==> config.mk <==
export PLATFORM = sky130hd
export DESIGN_NAME = pattern_transparency_write_mask
export DESIGN_NICKNAME = d
export VERILOG_FILES = /design/src/pkg/pat_mask_pkg.sv /design/src/verilog/pat_opcode_decode.sv /design/src/verilog/pattern_transparency_write_mask.sv
export SDC_FILE = /design/constraint.sdc
export NUM_CORES = 1
export LEC_CHECK = 0
export ABC_AREA = 1
export BUFFER_PORTS_ARGS = -buffer_cell sky130_fd_sc_hd__buf_2
export CAP_MARGIN = 20
export CORE_MARGIN = 8
export CORE_UTILIZATION = 37
export DETAILED_ROUTE_END_ITERATION = 10
export PLACE_DENSITY_LB_ADDON = 0.2
export SETUP_SLACK_MARGIN = 0.1
export SLEW_MARGIN = 20
export SYNTH_ARGS = -nofsm -noshare
export SYNTH_HDL_FRONTEND = slang
export SYNTH_SLANG_ARGS = --single-unit
==> constraint.sdc <==
create_clock -name sys_clk -period 2 [get_ports sys_clk]
set_clock_uncertainty 0.05 [all_clocks]
set_input_delay 0.1 -clock sys_clk [delete_from_list [all_inputs] [get_ports sys_clk]]
set_output_delay 0.1 -clock sys_clk [all_outputs]
set_load 0.1 [all_outputs]
==> src/pkg/pat_mask_pkg.sv <==
// Shared types and constants for the pattern transparency and byte-mask datapath.
// Assumes the engine supplies one pixel per cycle with a valid strobe.
package pat_mask_pkg;
	localparam int PIX_W      = 32;
	localparam int BYTES      = 4;
	localparam int OPC_W      = 8;
	localparam int ALPHA_BYTE = 3;
	localparam int MSK_ALPHA  = 1;
	localparam int MSK_RGB    = 0;
	localparam logic [1:0] MSK_RST   = 2'h0;
	localparam logic [1:0] DEPTH_32  = 2'h3;
	localparam logic [1:0] DEPTH_RST = 2'h0;
	// Opcode bits that flag a monochrome or colour pattern operand
	localparam logic [OPC_W-1:0] OPC_MONO_PAT  = 8'h01;
	localparam logic [OPC_W-1:0] OPC_COLOR_PAT = 8'h02;
	localparam logic [PIX_W-1:0] PIX_RST  = 32'h00000000;
	localparam logic [BYTES-1:0] BEN_NONE = 4'h0;
	localparam logic [BYTES-1:0] BEN_ALL  = 4'hF;

	typedef struct packed {
		logic             valid;
		logic             pat_bit;
		logic [PIX_W-1:0] rop_result;
	} pixel_in_t;

	typedef struct packed {
		logic             valid;
		logic [PIX_W-1:0] data;
		logic [BYTES-1:0] byte_en;
	} pixel_out_t;
endpackage

==> src/verilog/pat_opcode_decode.sv <==
// Opcode decoder: classifies the pattern operand of the current command.
// Assumes the opcode is stable while cmd_start is high.
`timescale 1ns/100ps
module pat_opcode_decode
(
	// Clock and reset
	input  wire logic                            sys_clk,
	input  wire logic                            sys_rst,
	// Command
	input  wire logic                            cmd_start,
	input  wire logic [pat_mask_pkg::OPC_W-1:0]  opcode,
	// Decoded pattern kind
	output logic                                 mono_pat_ff,
	output logic                                 color_pat_ff
);
	// Latched per command, so a mid-command opcode change cannot flip the kind
	always_ff @(posedge sys_clk or posedge sys_rst)
	begin
		if (sys_rst)
		begin
			mono_pat_ff  <= 1'b0;
			color_pat_ff <= 1'b0;
		end
		else if (cmd_start)
		begin
			mono_pat_ff  <= |(opcode & pat_mask_pkg::OPC_MONO_PAT);
			color_pat_ff <= |(opcode & pat_mask_pkg::OPC_COLOR_PAT);
		end
	end
endmodule

==> src/verilog/pattern_transparency_write_mask.sv <==
// Destination write gating: pattern transparency and 32bpp byte mask.
// Assumes the raster-op unit computes rop_result from the pattern operand
// we return (pat_operand) combinationally within the same cycle.
`timescale 1ns/100ps
module pattern_transparency_write_mask
#(
	parameter int PIX_W = pat_mask_pkg::PIX_W
)
(
	// Clock and reset
	input  wire logic                              sys_clk,
	input  wire logic                              sys_rst,
	// Command and configuration
	input  wire logic                              cmd_start,
	input  wire logic [pat_mask_pkg::OPC_W-1:0]    opcode,
	input  wire logic                              pat_transparent,
	input  wire logic [1:0]                        byte_mask,
	input  wire logic [1:0]                        color_depth,
	// Colours and pattern operand
	input  wire logic [PIX_W-1:0]                  bg_color,
	input  wire logic [PIX_W-1:0]                  fg_color,
	input  wire logic [PIX_W-1:0]                  color_pat_pixel,
	output logic      [PIX_W-1:0]                  pat_operand,
	// Pixel stream
	input  wire pat_mask_pkg::pixel_in_t           pix_in,
	output pat_mask_pkg::pixel_out_t               pix_out_ff,
	// Status
	output logic                                   mono_pat_ff,
	output logic                                   color_pat_ff
);
	// Lane and struct widths are fixed by the package, so refuse any other width
	generate
		if (PIX_W != pat_mask_pkg::PIX_W)
		begin : g_bad_width
			$error("pixel width must be 32");
		end
	endgenerate

	logic [pat_mask_pkg::BYTES-1:0] nxt_ben;
	logic [pat_mask_pkg::BYTES-1:0] depth_ben;
	logic                           pix_write;

	pat_opcode_decode u_dec
	(
		.sys_clk      (sys_clk),
		.sys_rst      (sys_rst),
		.cmd_start    (cmd_start),
		.opcode       (opcode),
		.mono_pat_ff  (mono_pat_ff),
		.color_pat_ff (color_pat_ff)
	);

	// Operand fed to the raster op; colour patterns pass through untouched
	always_comb
	begin
		if (mono_pat_ff)
			pat_operand = pix_in.pat_bit ? fg_color : bg_color;
		else
			pat_operand = color_pat_pixel;
	end

	// Pixel-level write decision
	always_comb
	begin
		if (mono_pat_ff && !pix_in.pat_bit && pat_transparent)
			pix_write = 1'b0;
		else
			pix_write = 1'b1;
	end

	// Byte mask applies only on 32bpp surfaces; at other depths depth_ben enables all lanes
	genvar b;
	generate
		for (b = 0; b < pat_mask_pkg::BYTES; b++)
		begin : g_lane
			if (b == pat_mask_pkg::ALPHA_BYTE)
			begin : g_alpha
				assign depth_ben[b] = (color_depth != pat_mask_pkg::DEPTH_32) ||
					byte_mask[pat_mask_pkg::MSK_ALPHA];
			end
			else
			begin : g_rgb
				assign depth_ben[b] = (color_depth != pat_mask_pkg::DEPTH_32) ||
					byte_mask[pat_mask_pkg::MSK_RGB];
			end
		end
	endgenerate

	assign nxt_ben = pix_write ? depth_ben : pat_mask_pkg::BEN_NONE;

	always_ff @(posedge sys_clk or posedge sys_rst)
	begin
		if (sys_rst)
		begin
			pix_out_ff.valid   <= 1'b0;
			pix_out_ff.data    <= pat_mask_pkg::PIX_RST;
			pix_out_ff.byte_en <= pat_mask_pkg::BEN_NONE;
		end
		else
		begin
			pix_out_ff.valid   <= pix_in.valid;
			pix_out_ff.data    <= pix_in.rop_result;
			pix_out_ff.byte_en <= pix_in.valid ? nxt_ben : pat_mask_pkg::BEN_NONE;
		end
	end

	a_transp_block: assert property (@(posedge sys_clk) disable iff (sys_rst)
		pix_in.valid && mono_pat_ff && !pix_in.pat_bit && pat_transparent
		|=> pix_out_ff.byte_en == pat_mask_pkg::BEN_NONE)
		else $error("transparent zero pattern bit wrote bytes");

	a_one_writes: assert property (@(posedge sys_clk) disable iff (sys_rst)
		pix_in.valid && mono_pat_ff && pix_in.pat_bit && color_depth != pat_mask_pkg::DEPTH_32
		|=> pix_out_ff.byte_en == pat_mask_pkg::BEN_ALL)
		else $error("one pattern bit did not write");

	a_default_bg: assert property (@(posedge sys_clk) disable iff (sys_rst)
		mono_pat_ff && !pix_in.pat_bit |-> pat_operand == bg_color)
		else $error("background colour not used for zero bit");

	a_default_wr: assert property (@(posedge sys_clk) disable iff (sys_rst)
		pix_in.valid && mono_pat_ff && !pat_transparent && color_depth != pat_mask_pkg::DEPTH_32
		|=> pix_out_ff.byte_en == pat_mask_pkg::BEN_ALL)
		else $error("default mode suppressed a write");

	a_color_ignore: assert property (@(posedge sys_clk) disable iff (sys_rst)
		pix_in.valid && !mono_pat_ff && color_depth != pat_mask_pkg::DEPTH_32
		|=> pix_out_ff.byte_en == pat_mask_pkg::BEN_ALL)
		else $error("transparency applied to colour pattern");

	a_color_operand: assert property (@(posedge sys_clk) disable iff (sys_rst)
		!mono_pat_ff |-> pat_operand == color_pat_pixel)
		else $error("colour pattern operand altered");

	a_opcode_kind: assert property (@(posedge sys_clk) disable iff (sys_rst)
		cmd_start |=> mono_pat_ff == |($past(opcode) & pat_mask_pkg::OPC_MONO_PAT))
		else $error("pattern kind not from opcode");

	// Expected lanes rebuilt from the inputs, not from the internal write decision
	a_mask_alpha: assert property (@(posedge sys_clk) disable iff (sys_rst)
		pix_in.valid && color_depth == pat_mask_pkg::DEPTH_32
		|=> pix_out_ff.byte_en[pat_mask_pkg::ALPHA_BYTE] ==
			($past(byte_mask[pat_mask_pkg::MSK_ALPHA]) &&
			!($past(mono_pat_ff) && !$past(pix_in.pat_bit) && $past(pat_transparent))))
		else $error("alpha byte mask wrong");

	a_mask_rgb: assert property (@(posedge sys_clk) disable iff (sys_rst)
		pix_in.valid && color_depth == pat_mask_pkg::DEPTH_32
		|=> pix_out_ff.byte_en[pat_mask_pkg::ALPHA_BYTE-1:0] ==
			{3{$past(byte_mask[pat_mask_pkg::MSK_RGB]) &&
			!($past(mono_pat_ff) && !$past(pix_in.pat_bit) && $past(pat_transparent))}})
		else $error("colour byte mask wrong");

	a_fg_operand: assert property (@(posedge sys_clk) disable iff (sys_rst)
		mono_pat_ff && pix_in.pat_bit |-> pat_operand == fg_color)
		else $error("foreground colour not used for one bit");

	a_kind_hold: assert property (@(posedge sys_clk) disable iff (sys_rst)
		!cmd_start |=> $stable(mono_pat_ff) && $stable(color_pat_ff))
		else $error("pattern kind changed without a command");

	a_colour_kind: assert property (@(posedge sys_clk) disable iff (sys_rst)
		cmd_start |=> color_pat_ff == |($past(opcode) & pat_mask_pkg::OPC_COLOR_PAT))
		else $error("colour kind not from opcode");

	a_valid_pass: assert property (@(posedge sys_clk) disable iff (sys_rst)
		pix_in.valid |=> pix_out_ff.valid && pix_out_ff.data == $past(pix_in.rop_result))
		else $error("pixel not passed through");

	// A dropped strobe must never leave lanes enabled from the previous pixel
	a_idle_quiet: assert property (@(posedge sys_clk) disable iff (sys_rst)
		!pix_in.valid |=> !pix_out_ff.valid && pix_out_ff.byte_en == pat_mask_pkg::BEN_NONE)
		else $error("lanes enabled without a pixel");

	a_transp_valid: assert property (@(posedge sys_clk) disable iff (sys_rst)
		pix_in.valid && mono_pat_ff && !pix_in.pat_bit && pat_transparent
		|=> pix_out_ff.valid)
		else $error("transparent pixel lost its strobe");

	a_depth_all: assert property (@(posedge sys_clk) disable iff (sys_rst)
		pix_in.valid && color_depth != pat_mask_pkg::DEPTH_32 && !pat_transparent
		|=> pix_out_ff.byte_en == pat_mask_pkg::BEN_ALL)
		else $error("byte mask applied below 32bpp");

	c_transp: cover property (@(posedge sys_clk) disable iff (sys_rst)
		pix_in.valid && mono_pat_ff && !pix_in.pat_bit && pat_transparent);
	c_default: cover property (@(posedge sys_clk) disable iff (sys_rst)
		pix_in.valid && mono_pat_ff && !pix_in.pat_bit && !pat_transparent);
	c_color: cover property (@(posedge sys_clk) disable iff (sys_rst)
		pix_in.valid && color_pat_ff);
	c_alpha_only: cover property (@(posedge sys_clk) disable iff (sys_rst)
		pix_in.valid && color_depth == pat_mask_pkg::DEPTH_32 && byte_mask == 2'h2);
	c_mono_low_depth: cover property (@(posedge sys_clk) disable iff (sys_rst)
		pix_in.valid && mono_pat_ff && color_depth != pat_mask_pkg::DEPTH_32);
endmodule

* Word level (Yosys, flattened, before mapping) *
Index checks and enable logic that the tools add are counted.

cells by class
  equal/unequal tests = 1
  muxes and demuxes = 4
  reductions and logical operators = 5

operator list
  operator                                      count
  2-to-1 mux 32 bit                             2
  2-to-1 mux 4 bit                              2
  logical AND 1 bit                             2
  logical OR 1 bit                              2
  inequality test 2 bit, second input constant  1
  logical NOT 1 bit                             1

storage, ports and cells
  bits in registers = 39
  output and inout bits = 71
  word-level logic and storage cells = 15

* Longest topological paths before layout *
  word-level depth = 5
  gate-level depth with buffers = 6
  depth with buffers taken out = 4

* By module *
Synthesis repeated with hierarchy kept, for this count alone.

unflattened totals
  cell total of the unflattened synthesis = 295
  area, all modules = 2,010.7 um^2

modules (own cells, without submodules)
  module                           instances  cells an instance  area an instance (um^2)
  pattern_transparency_write_mask  1          285                1,930.6
  pat_opcode_decode                1          10                 80.1

* Least setup slack after synthesis *
Ideal clock, no wire load.

  path kind = reg-to-output
  start = register u_dec.mono_pat_ff
  end = output pat_operand[10]
  arrival time = 2.050 ns
  required time = 1.850 ns
  path slack = -0.200 ns
  cell stages (with the launch flop) = 5
  cell sequence = dfrtp_1 -> buf_6 -> buf_2 -> nand3_1 -> nand2_1

between the ends
  cells in the longest elaborated chain, start to end = 1

RTL lines
  item                      RTL line                               RTL
  start: declaration        pat_opcode_decode.sv:13                output logic mono_pat_ff,
  start signal: assignment  pat_opcode_decode.sv:26                mono_pat_ff <= |(opcode & pat_mask_pkg::OPC_MONO_PAT);
  2-to-1 mux 32 bit         pattern_transparency_write_mask.sv:56  if (mono_pat_ff)
  end: declaration          pattern_transparency_write_mask.sv:23  output logic [PIX_W-1:0] pat_operand,

No other way between the ends.

* Worst setup path after layout *
  start = register u_dec.mono_pat_ff
  end = output pat_operand[16]

The elaborated chain is that of the path after synthesis.

==> metrics.md <==
| Metric | Value |
|---|---|
| MaxCap Viol Count | `0` |
| Synth unique cells | `10` |
| Hold crit path type | `in -> reg` |
| Synthesized cell area | `approximately 2000 um^2` |
| Slew Limit Fails | `0` |
| Initial antenna violation count | `0` |
| PD cells | `between 700 and 800 nW/um^2` |
| Outcome | `finished, final reports clean` |
| Post-Layout Cell Count | `605` |
| Routed vias | `2608` |
| DR WL/cell | `between 15 and 20 um` |
| Rel. slew slack | `roughly 51%` |
| Final Hold Viols | `0` |
| Syn Inst Count | `292` |
| Setup-failing EPs final | `0` |
| Vias in the first global route | `between 2000 and 3000` |
| Final core utilization | `between 70 and 80%` |
| Largest area contributor in the netlist | `dfrtp_1` |
| Clock Latency Late Sink | `0.28 ns` |
| Worst stage delay on the critical path | `approximately 0.46 ns` |
| Final TNS setup | `0 ns` |
| Maximum root-to-sink buffer count | `2` |
| Initial Util | `between 30 and 40%` |
| Initial DRT Pass Iterations | `4` |
| Layout Nets | `a little under 700` |
| Dpl cells | `roughly 560` |
| WP data required | `1.85 ns` |
| Remaining antenna violation count | `0` |
| Top area cells in the synthesized netlist | `dfrtp_1, nand2_1, inv_1, nand3_1, buf_6` |
| Die area | `around 8000 um^2` |
| HPWL Detailed | `just over 7 mm` |
| Tmin final | `roughly 1.7 ns` |
| Core area | `around 5200 um^2` |
| Seq/Total Area, Yosys | `46.4%` |
| Fillers | `around 360` |
| Worst-Margin Slew | `about 0.74 ns` |
| Initial drt markers | `slightly above 90` |
| Flops & latches, synth | `37` |
| Top post-synthesis cells by count | `nand2_1, inv_1, dfrtp_1` |
| GPL Wtd Cong | `between 0.7 and 0.8` |
| Port buffer count | `210` |
| Yosys top cell area share | `between 40% and 50%` |
| Max stage delay cell, worst path | `dfrtp_2` |
| Crit path cell chain | `buf_4 > nand3_1 > nand2_2 > buf_12` |
| Arr. time, crit path | `1.52 ns` |
| Total CTS buffers | `5` |
| Critical Path Stages | `4` |
| Most common cell in the synthesized netlist | `nand2_1` |
| Part of the cycle the worst path needs | `between 80% and 90%` |
| # IOs | `approximately 220` |
| Synth async-reset ratio | `100%` |
| Row cnt | `26` |
| Lkg Pwr | `0.00246 uW` |
| DRC errors left | `0` |
| Inserted Diodes | `0` |
| Global-route wire length before repair | `between 10 and 15 mm` |
| Crit end category | `output port` |
| Mapped Avg Cell Area | `approximately 7 um^2` |
| Ys Warns | `0` |
| Crit start category | `flop` |
| Final WL | `between 9 and 10 mm` |
| R2R depth | `3` |
| Synthesized Nets | `roughly 440` |
| Worst IR Drop VDD | `about 0.69 mV` |
| GRT Overall Usage | `a little under a quarter` |
| CTS H-tree lvls | `2` |
| Crit-path max FO | `29` |
| R2r setup slk | `roughly 0.39 ns` |
| DIE HEIGHT | `89.4 um` |
| RSZ-0062 raised after global routing | `false` |
| WHS Path Cells | `3` |
| Post-synth EDFFs | `0` |
| Largest net degree at the start of global routing | `34` |
| TritonCTS Sinks | `37` |
| Layout area overhead | `106%` |
| Remaining global-route overflow | `0` |
| Clock Pin Slew Worst Setup and Hold Paths | `0.07 ns` |
| Root Buffer | `clkbuf_8` |
| WP buf/inv | `2` |
| TritonCTS clock tree | `yes` |
| Achievable clock frequency | `0.597 GHz` |
| WS Path Type | `reg -> out` |
| Layout cells sized above 1 | `between 40 and 50%` |
| Synth Flop Type | `dfrtp_1` |
| Number of setup buffers added after CTS | `0` |
| Vias/cell | `4.31` |
| Pwr Total | `3230 uW` |
| Die width | `89.4 um` |
| CP delay by family, top | `buffers and inverters` |
==> layout by cell type (no fill, tap or decap), types with 4 or more instances in the layout <==
| cell | instances |
|---|---|
| buf_2 | 178 |
| nand2_1 | 101 |
| inv_1 | 66 |
| dlygate4sd3_1 | 38 |
| dfrtp_1 | 36 |
| nand3_1 | 33 |
| buf_12 | 33 |
| nand2_2 | 31 |
| clkbuf_8 | 6 |
| nor2_1 | 4 |
==> metal layers <==
| layer | wire [um] | track usage (%) |
|---|---|---|
| met1 | 3070 | 21.8 |
| met2 | 5180 | 43.9 |
| met3 | 1290 | 9.83 |
| met4 | 173 | 6.50 |
| met5 | 0 | 0 |
==> worst min-delay path, stage by stage <==
cell and delay (ns):
buf_2 0.07, nor2_1 0.03, nor2_1 0.10
==> stage by stage <==
step / worst slack [ns] / area, um^2 / hold slack [ns]
floorplan: 0.268 / 2070 / 0.0814
global placement: 0.644 / 3600 / 0.158
global route: 0.233 / 4100 / 0.0531
detailed placement: 0.631 / 3600 / 0.159
finish: 0.326 / 4100 / 0.0222
CTS: 0.318 / 4100 / 0.0130
==> what timing repair did <==
item | CTS | global route
hold endpoints to repair | 53 | 0
hold buffers | 38 | 0
gates resized for setup | 0 | 0
==> power breakdown <==
part | leakage [uW] | internal (uW) | switching, uW
Combinational | 0.00197 | 548 | 1220
Sequential | 0.000432 | 789 | 18.0
Clock | 0.0000585 | 406 | 248
Total | 0.00246 | 1740 | 1490
==> state kept, by name (all words and copies together) (netlist names) <==
signal / flops
u_dec.color_pat_ff: 1
u_dec.mono_pat_ff: 1
pix_out_ff: 35
==> final timing paths <==
kind	from	to
min	byte_mask[1]	pix_out_ff[3]
max	u_dec.mono_pat_ff	pat_operand[16]
min in group asynchronous	sys_rst	pix_out_ff[23]
max in group asynchronous	sys_rst	pix_out_ff[28]
max reg2reg	u_dec.mono_pat_ff	u_dec.mono_pat_ff
min reg2reg	u_dec.mono_pat_ff	pix_out_ff[3]
==> layout make-up <==
type                            instances  area [um^2]  area share [%]
Clock inverter                          1         30.0           0.732
Tap cell                               70         87.6            2.14
Inverter                               68          260            6.35
Sequential cell                        37          927            22.6
Clock buffer                            7         86.3            2.10
Multi-Input combinational cell        171          763            18.6
Timing Repair Buffer                  251         1950            47.5
==> cell families after synthesis <==
kind of cell	share of synthesized area, %
AOI/OAI and AO/OA	0.502
DFF	46.4
and+or+nand+nor	33.9
buffers and inverters	19.2
Note: power is estimated with default switching activity, not from simulation.
